`config.mk`:
```
export PLATFORM = sky130hd
export DESIGN_NAME = jie_exec
export DESIGN_NICKNAME = d
export VERILOG_FILES = /design/src/hdl/jie_pkg.sv /design/src/hdl/jie_decode.sv /design/src/hdl/jie_exec.sv
export SDC_FILE = /design/constraint.sdc
export NUM_CORES = 1
export LEC_CHECK = 0
export BUFFER_PORTS_ARGS = -buffer_cell sky130_fd_sc_hd__buf_2
export CORE_ASPECT_RATIO = 0.7
export CORE_UTILIZATION = 40
export CTS_CLUSTER_SIZE = 25
export DETAILED_ROUTE_END_ITERATION = 10
export PLACE_DENSITY = 0.85
export SLEW_MARGIN = 10
export SYNTH_ARGS = -nofsm -noshare
export SYNTH_HDL_FRONTEND = slang
export SYNTH_SLANG_ARGS = --single-unit
```
`constraint.sdc`:
```
create_clock -name ref_clk -period 1.7 [get_ports ref_clk]
set_input_delay 0.17 -clock ref_clk [delete_from_list [all_inputs] [get_ports ref_clk]]
set_output_delay 0.17 -clock ref_clk [all_outputs]
set_load 0.02 [all_outputs]
```
`src/hdl/jie_pkg.sv`:
```
/*
 * shared constants and carrier types for the jump and increment execute block.
 * assumes a 14-bit instruction word, 8-bit data path, 13-bit program counter.
 */
package jie_pkg;

   localparam int INSN_W      = 14;
   localparam int DATA_W      = 8;
   localparam int PC_W        = 13;
   localparam int FADDR_W     = 7;
   localparam int LIT_W       = 11;

   // opcode field positions and patterns
   localparam int          JMP_OP_MSB   = 13;
   localparam int          JMP_OP_LSB   = 11;
   localparam logic [2:0]  JMP_OP       = 3'h5;
   localparam int          ALU_OP_MSB   = 13;
   localparam int          ALU_OP_LSB   = 8;
   localparam logic [5:0]  INC_OP       = 6'h0a;
   localparam logic [5:0]  INCSKIP_OP   = 6'h0f;
   localparam int          DEST_BIT     = 7;
   localparam int          LATCH_HI_BIT = 4;
   localparam int          LATCH_LO_BIT = 3;

   // reset values
   localparam logic [PC_W-1:0]   PC_RST   = 13'h0000;
   localparam logic [DATA_W-1:0] ACC_RST  = 8'h00;

   // instruction cycle counts
   localparam int JMP_CYCLES     = 2;
   localparam int SKIP_CYCLES    = 2;

   typedef struct packed {
      logic                 valid;
      logic [INSN_W-1:0]    word;
   } jie_insn_t;

   typedef struct packed {
      logic                 we;
      logic [FADDR_W-1:0]   addr;
      logic [DATA_W-1:0]    data;
   } jie_fwrite_t;

   typedef enum logic [2:0] {
      JIE_DEC_NONE    = 3'h1,
      JIE_DEC_JUMP    = 3'h2,
      JIE_DEC_INC     = 3'h4
   } jie_dec_t;

endpackage

```
`src/hdl/jie_decode.sv`:
```
/*
 * combinational decoder for the jump and increment opcodes.
 * assumes an instruction word already latched by the caller.
 */
module jie_decode (
   input  wire logic [jie_pkg::INSN_W-1:0]  insn,
   output wire logic                        is_jump,
   output wire logic                        is_inc,
   output wire logic                        is_inc_skip,
   output wire logic                        dest_file,
   output wire logic [jie_pkg::FADDR_W-1:0] faddr,
   output wire logic [jie_pkg::LIT_W-1:0]   target
);

   // opcode field slices
   wire logic [2:0] top3 = insn[jie_pkg::JMP_OP_MSB:jie_pkg::JMP_OP_LSB];
   wire logic [5:0] top6 = insn[jie_pkg::ALU_OP_MSB:jie_pkg::ALU_OP_LSB];

   assign is_jump     = (top3 == jie_pkg::JMP_OP);
   assign is_inc      = (top6 == jie_pkg::INC_OP);
   assign is_inc_skip = (top6 == jie_pkg::INCSKIP_OP);
   assign dest_file   = insn[jie_pkg::DEST_BIT];
   assign faddr       = insn[jie_pkg::FADDR_W-1:0];
   assign target      = insn[jie_pkg::LIT_W-1:0];

endmodule

```
`src/hdl/jie_exec.sv`:
```
/*
 * execute stage for absolute jump, increment and increment-skip-on-zero.
 * assumes the fetch stage presents one instruction per cycle in insn_in and
 * the register file returns fdata for faddr combinationally in that cycle.
 * assumes fetch honours flush by dropping the word it has already fetched,
 * and reloads from pc in the cycle that pc_load is high.
 * all other opcodes are one-cycle no-ops of this block; the rest of the
 * core decodes and executes them.
 * no clock enable: every flop here is clocked on the rising edge; pc, acc and zero_flag hold unless their load condition is set.
 */
module jie_exec (
   input  wire logic                          ref_clk,
   input  wire logic                          rst_b,
   input  wire jie_pkg::jie_insn_t            insn_in,
   input  wire logic [jie_pkg::DATA_W-1:0]    fdata,
   input  wire logic [jie_pkg::DATA_W-1:0]    program_counter_upper_latch,
   output logic [jie_pkg::FADDR_W-1:0]        faddr,
   output jie_pkg::jie_fwrite_t               fwrite,
   output logic [jie_pkg::DATA_W-1:0]         acc,
   output logic                               zero_flag,
   output logic [jie_pkg::PC_W-1:0]           pc,
   output logic                               pc_load,
   output logic                               flush,
   output logic                               busy
);

   typedef enum logic [1:0] {
      JIE_RUN   = 2'h1,
      JIE_BUBBLE = 2'h2
   } jie_state_t;

   jie_state_t state;
   jie_state_t next_state;

   // elaboration checks: one bubble state and fixed field slices serve
   // only this layout, so anything else is refused before it can run
   generate
      if (jie_pkg::JMP_CYCLES != 2) begin : g_chk_jmp_cycles
         $error("jie_exec: jump length other than two cycles not served");
      end

      if (jie_pkg::SKIP_CYCLES != 2) begin : g_chk_skip_cycles
         $error("jie_exec: skip length other than two cycles not served");
      end

      if (jie_pkg::PC_W != jie_pkg::LIT_W + 2) begin : g_chk_pc_width
         $error("jie_exec: counter must be literal plus two latch bits");
      end

      if (jie_pkg::LATCH_HI_BIT != jie_pkg::LATCH_LO_BIT + 1) begin : g_chk_latch_pair
         $error("jie_exec: latch bits must be adjacent");
      end

      if (jie_pkg::LATCH_HI_BIT >= jie_pkg::DATA_W) begin : g_chk_latch_range
         $error("jie_exec: latch bit outside the latch");
      end

      if (jie_pkg::DATA_W != 8) begin : g_chk_data_width
         $error("jie_exec: increment logic serves eight-bit data only");
      end

      if (jie_pkg::JMP_OP_MSB != jie_pkg::INSN_W - 1) begin : g_chk_jmp_top
         $error("jie_exec: jump opcode must sit at the top of the word");
      end

      if (jie_pkg::JMP_OP_MSB - jie_pkg::JMP_OP_LSB + 1 != 3) begin : g_chk_jmp_bits
         $error("jie_exec: jump opcode must be three bits");
      end

      if (jie_pkg::ALU_OP_MSB - jie_pkg::ALU_OP_LSB + 1 != 6) begin : g_chk_alu_bits
         $error("jie_exec: increment opcodes must be six bits");
      end

      if (jie_pkg::DEST_BIT != jie_pkg::FADDR_W) begin : g_chk_dest_bit
         $error("jie_exec: destination bit must sit just above the address");
      end

      if (jie_pkg::ALU_OP_LSB <= jie_pkg::DEST_BIT) begin : g_chk_alu_low
         $error("jie_exec: increment opcode overlaps the operand fields");
      end

      if (jie_pkg::LIT_W != jie_pkg::JMP_OP_LSB) begin : g_chk_lit_width
         $error("jie_exec: literal must fill the word below the jump opcode");
      end
   endgenerate

   wire logic                          dec_jump;
   wire logic                          dec_inc;
   wire logic                          dec_skip;
   wire logic                          dec_dest;
   wire logic [jie_pkg::FADDR_W-1:0]   dec_faddr;
   wire logic [jie_pkg::LIT_W-1:0]     dec_target;

   jie_decode u_dec (
      .insn        (insn_in.word),
      .is_jump     (dec_jump),
      .is_inc      (dec_inc),
      .is_inc_skip (dec_skip),
      .dest_file   (dec_dest),
      .faddr       (dec_faddr),
      .target      (dec_target)
   );

   // an instruction only executes in the run state; the bubble is the no-op
   wire logic run     = (state == JIE_RUN) && insn_in.valid;
   wire logic do_jump = run && dec_jump;
   wire logic do_inc  = run && (dec_inc || dec_skip);

   // no carry kept: these opcodes never report one
   // eight-bit wrap-around sum
   wire logic [jie_pkg::DATA_W-1:0] sum     = fdata + 8'h01;
   wire logic                       sum_zero = (sum == 8'h00);

   wire logic skip_take = run && dec_skip && sum_zero;

   wire logic [jie_pkg::PC_W-1:0] jump_pc = {program_counter_upper_latch[jie_pkg::LATCH_HI_BIT],
                                             program_counter_upper_latch[jie_pkg::LATCH_LO_BIT],
                                             dec_target};

   wire logic wr_file = do_inc && dec_dest;
   wire logic wr_acc  = do_inc && !dec_dest;

   // both jump and taken skip cost one bubble cycle
   always_comb begin
      next_state = state;
      unique case (state)
         JIE_RUN: begin
            if (do_jump || skip_take) begin
               next_state = JIE_BUBBLE;
            end
         end
         JIE_BUBBLE: begin
            next_state = JIE_RUN;
         end
         default: begin
            next_state = JIE_RUN;
         end
      endcase
   end

   // file address is combinational so the register file can answer now
   // the one output not from a flop, traded for a same-cycle read
   assign faddr = dec_faddr;

   // sequencing state
   // one bubble state: jump and taken skip both cost exactly one no-op
   always_ff @(posedge ref_clk or negedge rst_b) begin
      if (!rst_b) begin
         state <= JIE_RUN;
      end else begin
         state <= next_state;
      end
   end

   // program counter load and flush pulses
   // pc only moves on a jump; sequential counting belongs to fetch
   always_ff @(posedge ref_clk or negedge rst_b) begin
      if (!rst_b) begin
         pc      <= jie_pkg::PC_RST;
         pc_load <= 1'b0;
         flush   <= 1'b0;
         busy    <= 1'b0;
      end else begin
         pc_load <= do_jump;
         flush   <= do_jump || skip_take;
         busy    <= (next_state == JIE_BUBBLE);
         if (do_jump) begin
            pc <= jump_pc;
         end
      end
   end

   // result writeback; jump and skip paths never touch the zero flag
   // write address and data load every cycle, only we qualifies them
   always_ff @(posedge ref_clk or negedge rst_b) begin
      if (!rst_b) begin
         acc       <= jie_pkg::ACC_RST;
         zero_flag <= 1'b0;
         fwrite    <= '0;
      end else begin
         fwrite.we   <= wr_file;
         fwrite.addr <= dec_faddr;
         fwrite.data <= sum;
         if (wr_acc) begin
            acc <= sum;
         end
         if (run && dec_inc) begin
            zero_flag <= sum_zero;
         end
      end
   end

endmodule

```
==> results of run 1 <==
-- timing repair --
item / CTS / global route
resized for setup: 5 / 6
hold endpoints to repair: 19 / 0
setup buffers: 0 / 2
pin swaps: 2 / 1
cloned: 0 / 1
hold buffers: 1 / 0
endpoints found under the setup margin: 8 / 21
-- logic make-up after synthesis --
kind of cell	Yosys count
compound gates	9
xor+xnor	7
fa+ha+maj	2
flops	43
simple gates	26
mux	22
buf+inv	13
-- power by group --
part / leakage, nW / switching [W] / internal (W)
combinational: 0.629 / 0.000330 / 0.000231
sequential: 0.532 / 0.0000536 / 0.00115
clock: 0.0470 / 0.000314 / 0.000319
-- worst register-to-register path: stages (launching register included) --
cell and delay, ns:
dfstp_2 0.52, nand4b_1 0.16, nor4b_4 0.32, nand3b_1 0.13, buf_6 0.16, mux2_4 0.30
-- per-layer routing --
metal / up-vias / part of all wire, % / global-route usage, %
li1: 579 / - / -
met4: 0 / 0.74 / 4.592
met1: 610 / 45 / 21.53
met5: - / 0 / 0
met3: 2 / 6.2 / 4.065
met2: 47 / 48 / 27.96
-- cell type report --
class	instances	area, um^2	share of cell area (%)
clock inverter	1	5.005	0.2173
tap	52	65.06	2.825
sequential	43	1077	46.77
multi-input combinational	66	579.3	25.15
inverter	1	3.754	0.1630
timing repair buffer	86	490.5	21.29
clock buffer	6	82.58	3.585
-- flip-flops by register name, indices dropped and copies added (netlist names) --
signal,cells
acc,8
busy,1
flush,1
fwrite,16
pc,13
pc_load,1
state,2
zero_flag,1
-- stage by stage --
step / total power, W / utilization, % / instance area, um^2 / hold slack [ns] / setup TNS, ns
floorplan: 0.001545 / - / 1712 / -0.1256 / 0
global placement: 0.001754 / 53.41 / 2146 / 0.1614 / -0.8353
detailed placement: 0.001775 / 53.41 / 2146 / 0.1671 / -1.110
CTS: 0.002423 / 56.43 / 2267 / 0.004934 / -0.06450
global route: 0.002529 / 57.33 / 2303 / 0.0004076 / -0.7166
finish: 0.002397 / 57.33 / 2303 / 0.01404 / -0.009030
-- layout by cell type (no fill, tap or decap), types with 2 or more instances in the layout --
master	count
xnor2_1	3
buf_2	74
nand2_1	6
o21ai_0	2
dfrtp_1	42
nor3_1	2
nand3_1	3
a41o_1	3
mux2_2	18
clkbuf_8	6
mux2_4	3
ha_1	2
buf_4	6
xor2_1	4
buf_6	4
nor2_1	5
-- worst paths after layout --
path                                  from  cells after the start    endpoint  slack, ns
worst max-delay path              state[0]                      5      acc[6]     -0.004
worst min-delay path            insn_in[6]                      1  fwrite[14]       0.01
worst max register to register    state[0]                      5      acc[6]     -0.004
worst min register to register       pc[9]                      1       pc[9]       0.51
max in group asynchronous            rst_b                      3       pc[4]       0.82
min in group asynchronous            rst_b                      2   fwrite[1]       0.38
==> flow_summary.yaml, run 1 <==
synthesis:
  syn-num-nets: 157
  ys_seq_elements: 43
  netlist.area_leader.share_pct: 61.40
  yosys-mux-area-fraction_pct: 14.47
  synth_compound_area_share_pct: 4.678
  ys_types: 31
  ys.flop_type: "dfrtp_1"
  yosysMostFrequentCell: "dfrtp_1"
  synth-seq-area-share_pct: 62.94
  synth_top_area_cell: "dfrtp_1"
  synthCells: 122
  yosys.area_share.simple_pct: 8.333
  synthArstFlopShare_pct: 100.0
  syn_avg_cell_area_um2: 14.03
  synth_top_family_by_area: "multiplexers"
  synth-xor-area-share_pct: 3.582
  yosysWarnings: 0
  synth_fa_ha_area_share_pct: 1.462
  netlist_top_cells_count: "42 x dfrtp_1, 18 x mux2_2, 7 x buf_4"
  synth_edf_count: 0
  ys_top_cells_by_area: "dfrtp_1 61%, mux2_2 12%, buf_4 3.1%, mux2_1 2.6%, xor2_1 2.0%"
  syn_area_mm2: 0.001712
setup_path:
  worstSetupStartpointType: "flop"
  worst_setup_path_end_kind: "flop"
  critPathRequiredTime_ns: 1.87
  cpMaxStageDelayCell: "dfstp_2"
  cp.buffers_inverters: 1
  cpLargestDelayFamily: "simple AND/OR/NAND/NOR gates"
  worst-path-max-fanout: 8
  worstPathCellList: "nand4b_1 > nor4b_4 > nand3b_1 > buf_6 > mux2_4"
  crit_type: "reg -> reg"
  max_stage_delay_ns: 0.52
  critPathArrivalTime_ns: 1.87
cells_and_area:
  final_cells: 255
  final_nets: 238
  antenna_cells: 0
  fillers: 347
  areaGrowthSynthToFinish_pct: 34.58
  layout-drive-gt1-share_pct: 58.13
sta:
  rsz0062_at_grt: "yes"
  max_clock_freq_mhz: 586.8
  fin_skew_ns: 0.001430
  fin_crit_ns: 1.704
  setup_ws_ns: -0.004257
  finalCritPeriodShare_pct: 100.3
  worst_pin_slew_ns: 0.5194
  setup_viol: 3
  slew_viol_final: 0
  max_slew_margin_pct: 65.37
  hold_viol_final: 0
grt:
  grt_start_max_net_pins: 24
  antenna_found_initial: 0
  grtUsageTotal_pct: 16.69
  grt.overflow.total: 0
  grt_pass1_wl_um: 5616
  first_global_vias: 1188
floorplan:
  die-area_mm2: 0.004549
  core.rowCount: 19
  design.portCount: 81
  floorplan.initialDensity_pct: 42.60
  die_x_um: 80.19
  core-area_mm2: 0.004018
  die_h_um: 56.73
route:
  viasPerCell: 4.855
  drt_iter0_drc: 37
  vias: 1238
  wl_per_cell_um: 13.72
  drtAntennaViolNets: 0
  finalWirelength_um: 3498
  drt_pass1_iterations: 4
  drc: 0
clocking:
  clockBufferDepth: 2
  clock-sinks: 43
  cts_buffers: 5
  clkTransAtPathRegs_ns: 0.08
  tritoncts: "built"
  clk_latency_ns: 0.28
  htreeDepth: 2
  root_buffer: "clkbuf_8"
power:
  p_leak_nw: 1.208
  max-vdd-ir-drop_v: 0.0006368
  power_density_mw_per_mm2: 1041
outcome:
  violations: "setup timing"
  status: "finished, violations left"
placed_design:
  dp_hpwl_um: 2673
  dp_cells: 244
  finalWeightedCongestion: 0.8293
  place_ws_ns: -0.1198
  io_buffers: 74
hold_path:
  min_path_type: "in -> reg"
run:
  cap_violations: 0
No activity file was read; power rests on OpenSTA's default activity.
==> run 2, diff against run 1 <==
--- a/config.mk
+++ b/config.mk
@@ -7,10 +7,10 @@
 export LEC_CHECK = 0
 export BUFFER_PORTS_ARGS = -buffer_cell sky130_fd_sc_hd__buf_2
 export CORE_ASPECT_RATIO = 0.7
-export CORE_UTILIZATION = 40
+export CORE_UTILIZATION = 45
 export CTS_CLUSTER_SIZE = 25
 export DETAILED_ROUTE_END_ITERATION = 10
-export PLACE_DENSITY = 0.85
+export PLACE_DENSITY = 0.9
 export SLEW_MARGIN = 10
 export SYNTH_ARGS = -nofsm -noshare
 export SYNTH_HDL_FRONTEND = slang
==> constraint.sdc (replaced) <==
create_clock -name ref_clk -period 1.9 [get_ports ref_clk]
set_input_delay 0.19 -clock ref_clk [delete_from_list [all_inputs] [get_ports ref_clk]]
set_output_delay 0.19 -clock ref_clk [all_outputs]
set_load 0.02 [all_outputs]
==> flow_summary.yaml, run 2 (synthesized netlist as in run 1, its figures left out) <==
power:
  total_power_w: 0.002106
  internal_power_w: 0.001478
  p_sw_share_pct: 29.78
  max-vdd-ir-drop_v: 0.0006528
  p_clk_share_pct: 25.7
  p_seq_share_pct: 51.2
  power_switching_w: 0.0006271
  share_comb_of_total_power_pct: 23.0
  p_leak_nw: 1.160
  power_density_mw_per_mm2: 945.4
grt:
  grtUsageTotal_pct: 17.07
  first_global_vias: 1113
  grt_start_max_net_pins: 23
  grt_util_met1_pct: 19.95
  grt-busiest-layer: "met2"
  antenna_found_initial: 0
  use_met2_pct: 30.36
  grt.overflow.total: 0
  grt_use_met3_pct: 5.243
  grt_pass1_wl_um: 4912
setup_path:
  r2r_start: "state[0]"
  rr_endpoint: "acc[5]"
  crit_type: "reg -> reg"
  rr_worst_depth: 5
  critPathArrivalTime_ns: 1.95
  worst-path-max-fanout: 8
  worst_setup_path_end_kind: "flop"
  endpoint: "acc[5]"
  cp-startpoint: "state[0]"
  critPathRequiredTime_ns: 2.06
  regToRegSetupSlack_ns: 0.11
  worstSetupStartpointType: "flop"
placed_design:
  dp_hpwl_um: 2613
  dp_cells: 241
  io_buffers: 74
  place_ws_ns: -0.003948
  finalWeightedCongestion: 0.8846
route:
  drt_iter0_drc: 24
  drc: 0
  drtAntennaViolNets: 0
  drt_pass1_iterations: 4
  finalWirelength_um: 3289
  viasPerCell: 4.888
  wl_per_cell_um: 13.16
  vias: 1222
cells_and_area:
  antenna_cells: 0
  final_nets: 234
  final_common_cell: "buf_2"
  layout-drive-gt1-share_pct: 55.00
  final_cells: 250
  areaGrowthSynthToFinish_pct: 30.12
  fillers: 293
  reg_top3: "fwrite: 16 flops, pc: 13 flops, acc: 8 flops"
  regMostFlops: "fwrite"
  mostFrequentLayoutCells: "74 x buf_2, 42 x dfrtp_1, 18 x mux2_2"
  largest_reg_flops: 16
sta:
  slew_viol_final: 0
  hold_viol_final: 0
  setup_ws_ns: 0.1132
  max_clock_freq_mhz: 559.7
  finalCritPeriodShare_pct: 94.04
  worst_pin_slew_ns: 0.4655
  fin_crit_ns: 1.787
  rsz0062_at_grt: "no"
  fin_skew_ns: 0.004542
  tns_ns: 0
  max_slew_margin_pct: 68.96
  setup_viol: 0
floorplan:
  die_h_um: 53.60
  design.portCount: 81
  core.rowCount: 18
  floorplan.initialDensity_pct: 47.80
  die_x_um: 75.72
  die-area_mm2: 0.004058
  core-area_mm2: 0.003581
clocking:
  clk_latency_ns: 0.28
  clock-sinks: 43
  cts_buffers: 5
  tritoncts: "built"
  cts_setup_buffers: 0
  htreeDepth: 2
  clkTransAtPathRegs_ns: 0.07
  clockBufferDepth: 2
  root_buffer: "clkbuf_8"
outcome:
  status: "finished clean"
hold_path:
  min_path_type: "in -> reg"
run:
  cap_violations: 0
[run 2: changes by cell type in the layout (fill, tap and decap cells not counted)]
| cell | change |
|---|---|
| buf_6 | -4 |
| mux2_1 | +3 |
| mux2_4 | -3 |
| and2_1 | +1 |
| and2_4 | -1 |
| buf_12 | -1 |
| buf_4 | +1 |
| clkbuf_1 | +1 |
| clkbuf_8 | -1 |
| clkinvlp_4 | +1 |
[run 2: what timing repair did]
| action | 4_1_cts | 5_1_grt |
|---|---|---|
| resized for setup | 0 | 1 |
| hold buffers | 1 | 0 |
| hold endpoints to repair | 20 | 0 |
| endpoints found under the setup margin | 0 | 2 |
[run 2: critical path: stages, from the launching register on]
cell,delay (ns)
dfstp_2,0.52
nand4b_1,0.17
nor4b_4,0.36
nand3b_1,0.11
buf_4,0.19
mux2_1,0.32
[run 2: area by class of cell]
cell class	count	area, um^2	area share [%]
Sequential cell	43	1077	48.37
Multi-Input combinational cell	66	565.5	25.39
Timing Repair Buffer	82	432.9	19.44
Clock buffer	6	72.57	3.258
Tap cell	50	62.56	2.809
Clock inverter	2	12.51	0.5618
Inverter	1	3.754	0.1685
[run 2: metrics by stage]
stage | area, um^2 | util (%) | hold WS (ns)
4_1_cts | 2218 | 61.95 | 0.02717
3_3_place_gp | 2123 | 59.29 | 0.1705
6_report | 2227 | 62.19 | 0.03867
5_1_grt | 2227 | 62.19 | 0.02533
3_5_place_dp | 2123 | 59.29 | 0.1717
2_1_floorplan | 1712 | - | -0.1056
[run 2: routing by layer]
metal | wire [um] | up-vias
li1 | - | 576
met1 | 1398 | 591
met2 | 1639 | 53
met3 | 223 | 2
met4 | 27 | 0
met5 | 0 | -
[run 2: how the worst min path moves through the flow]
| stage | start | endpoint | slack, ns | cells past startpoint |
|---|---|---|---|---|
| floorplan | rst_b | acc[0] | -0.11 | 0 |
| global placement | rst_b | fwrite[1] | 0.17 | 1 |
| detailed placement | rst_b | acc[2] | 0.17 | 1 |
| CTS | insn_in[1] | fwrite[9] | 0.03 | 1 |
| global route | insn_in[1] | fwrite[9] | 0.03 | 1 |
| finish | insn_in[2] | fwrite[10] | 0.04 | 1 |
[run 2: power groups by stage]
stage	Sequential (W)	Combinational, W	Clock (W)
floorplan	0.00124	0.000140	0
global placement	0.00109	0.000475	0
detailed placement	0.00110	0.000487	0
CTS	0.00108	0.000490	0.000564
global route	0.00109	0.000522	0.000607
finish	0.00108	0.000485	0.000541
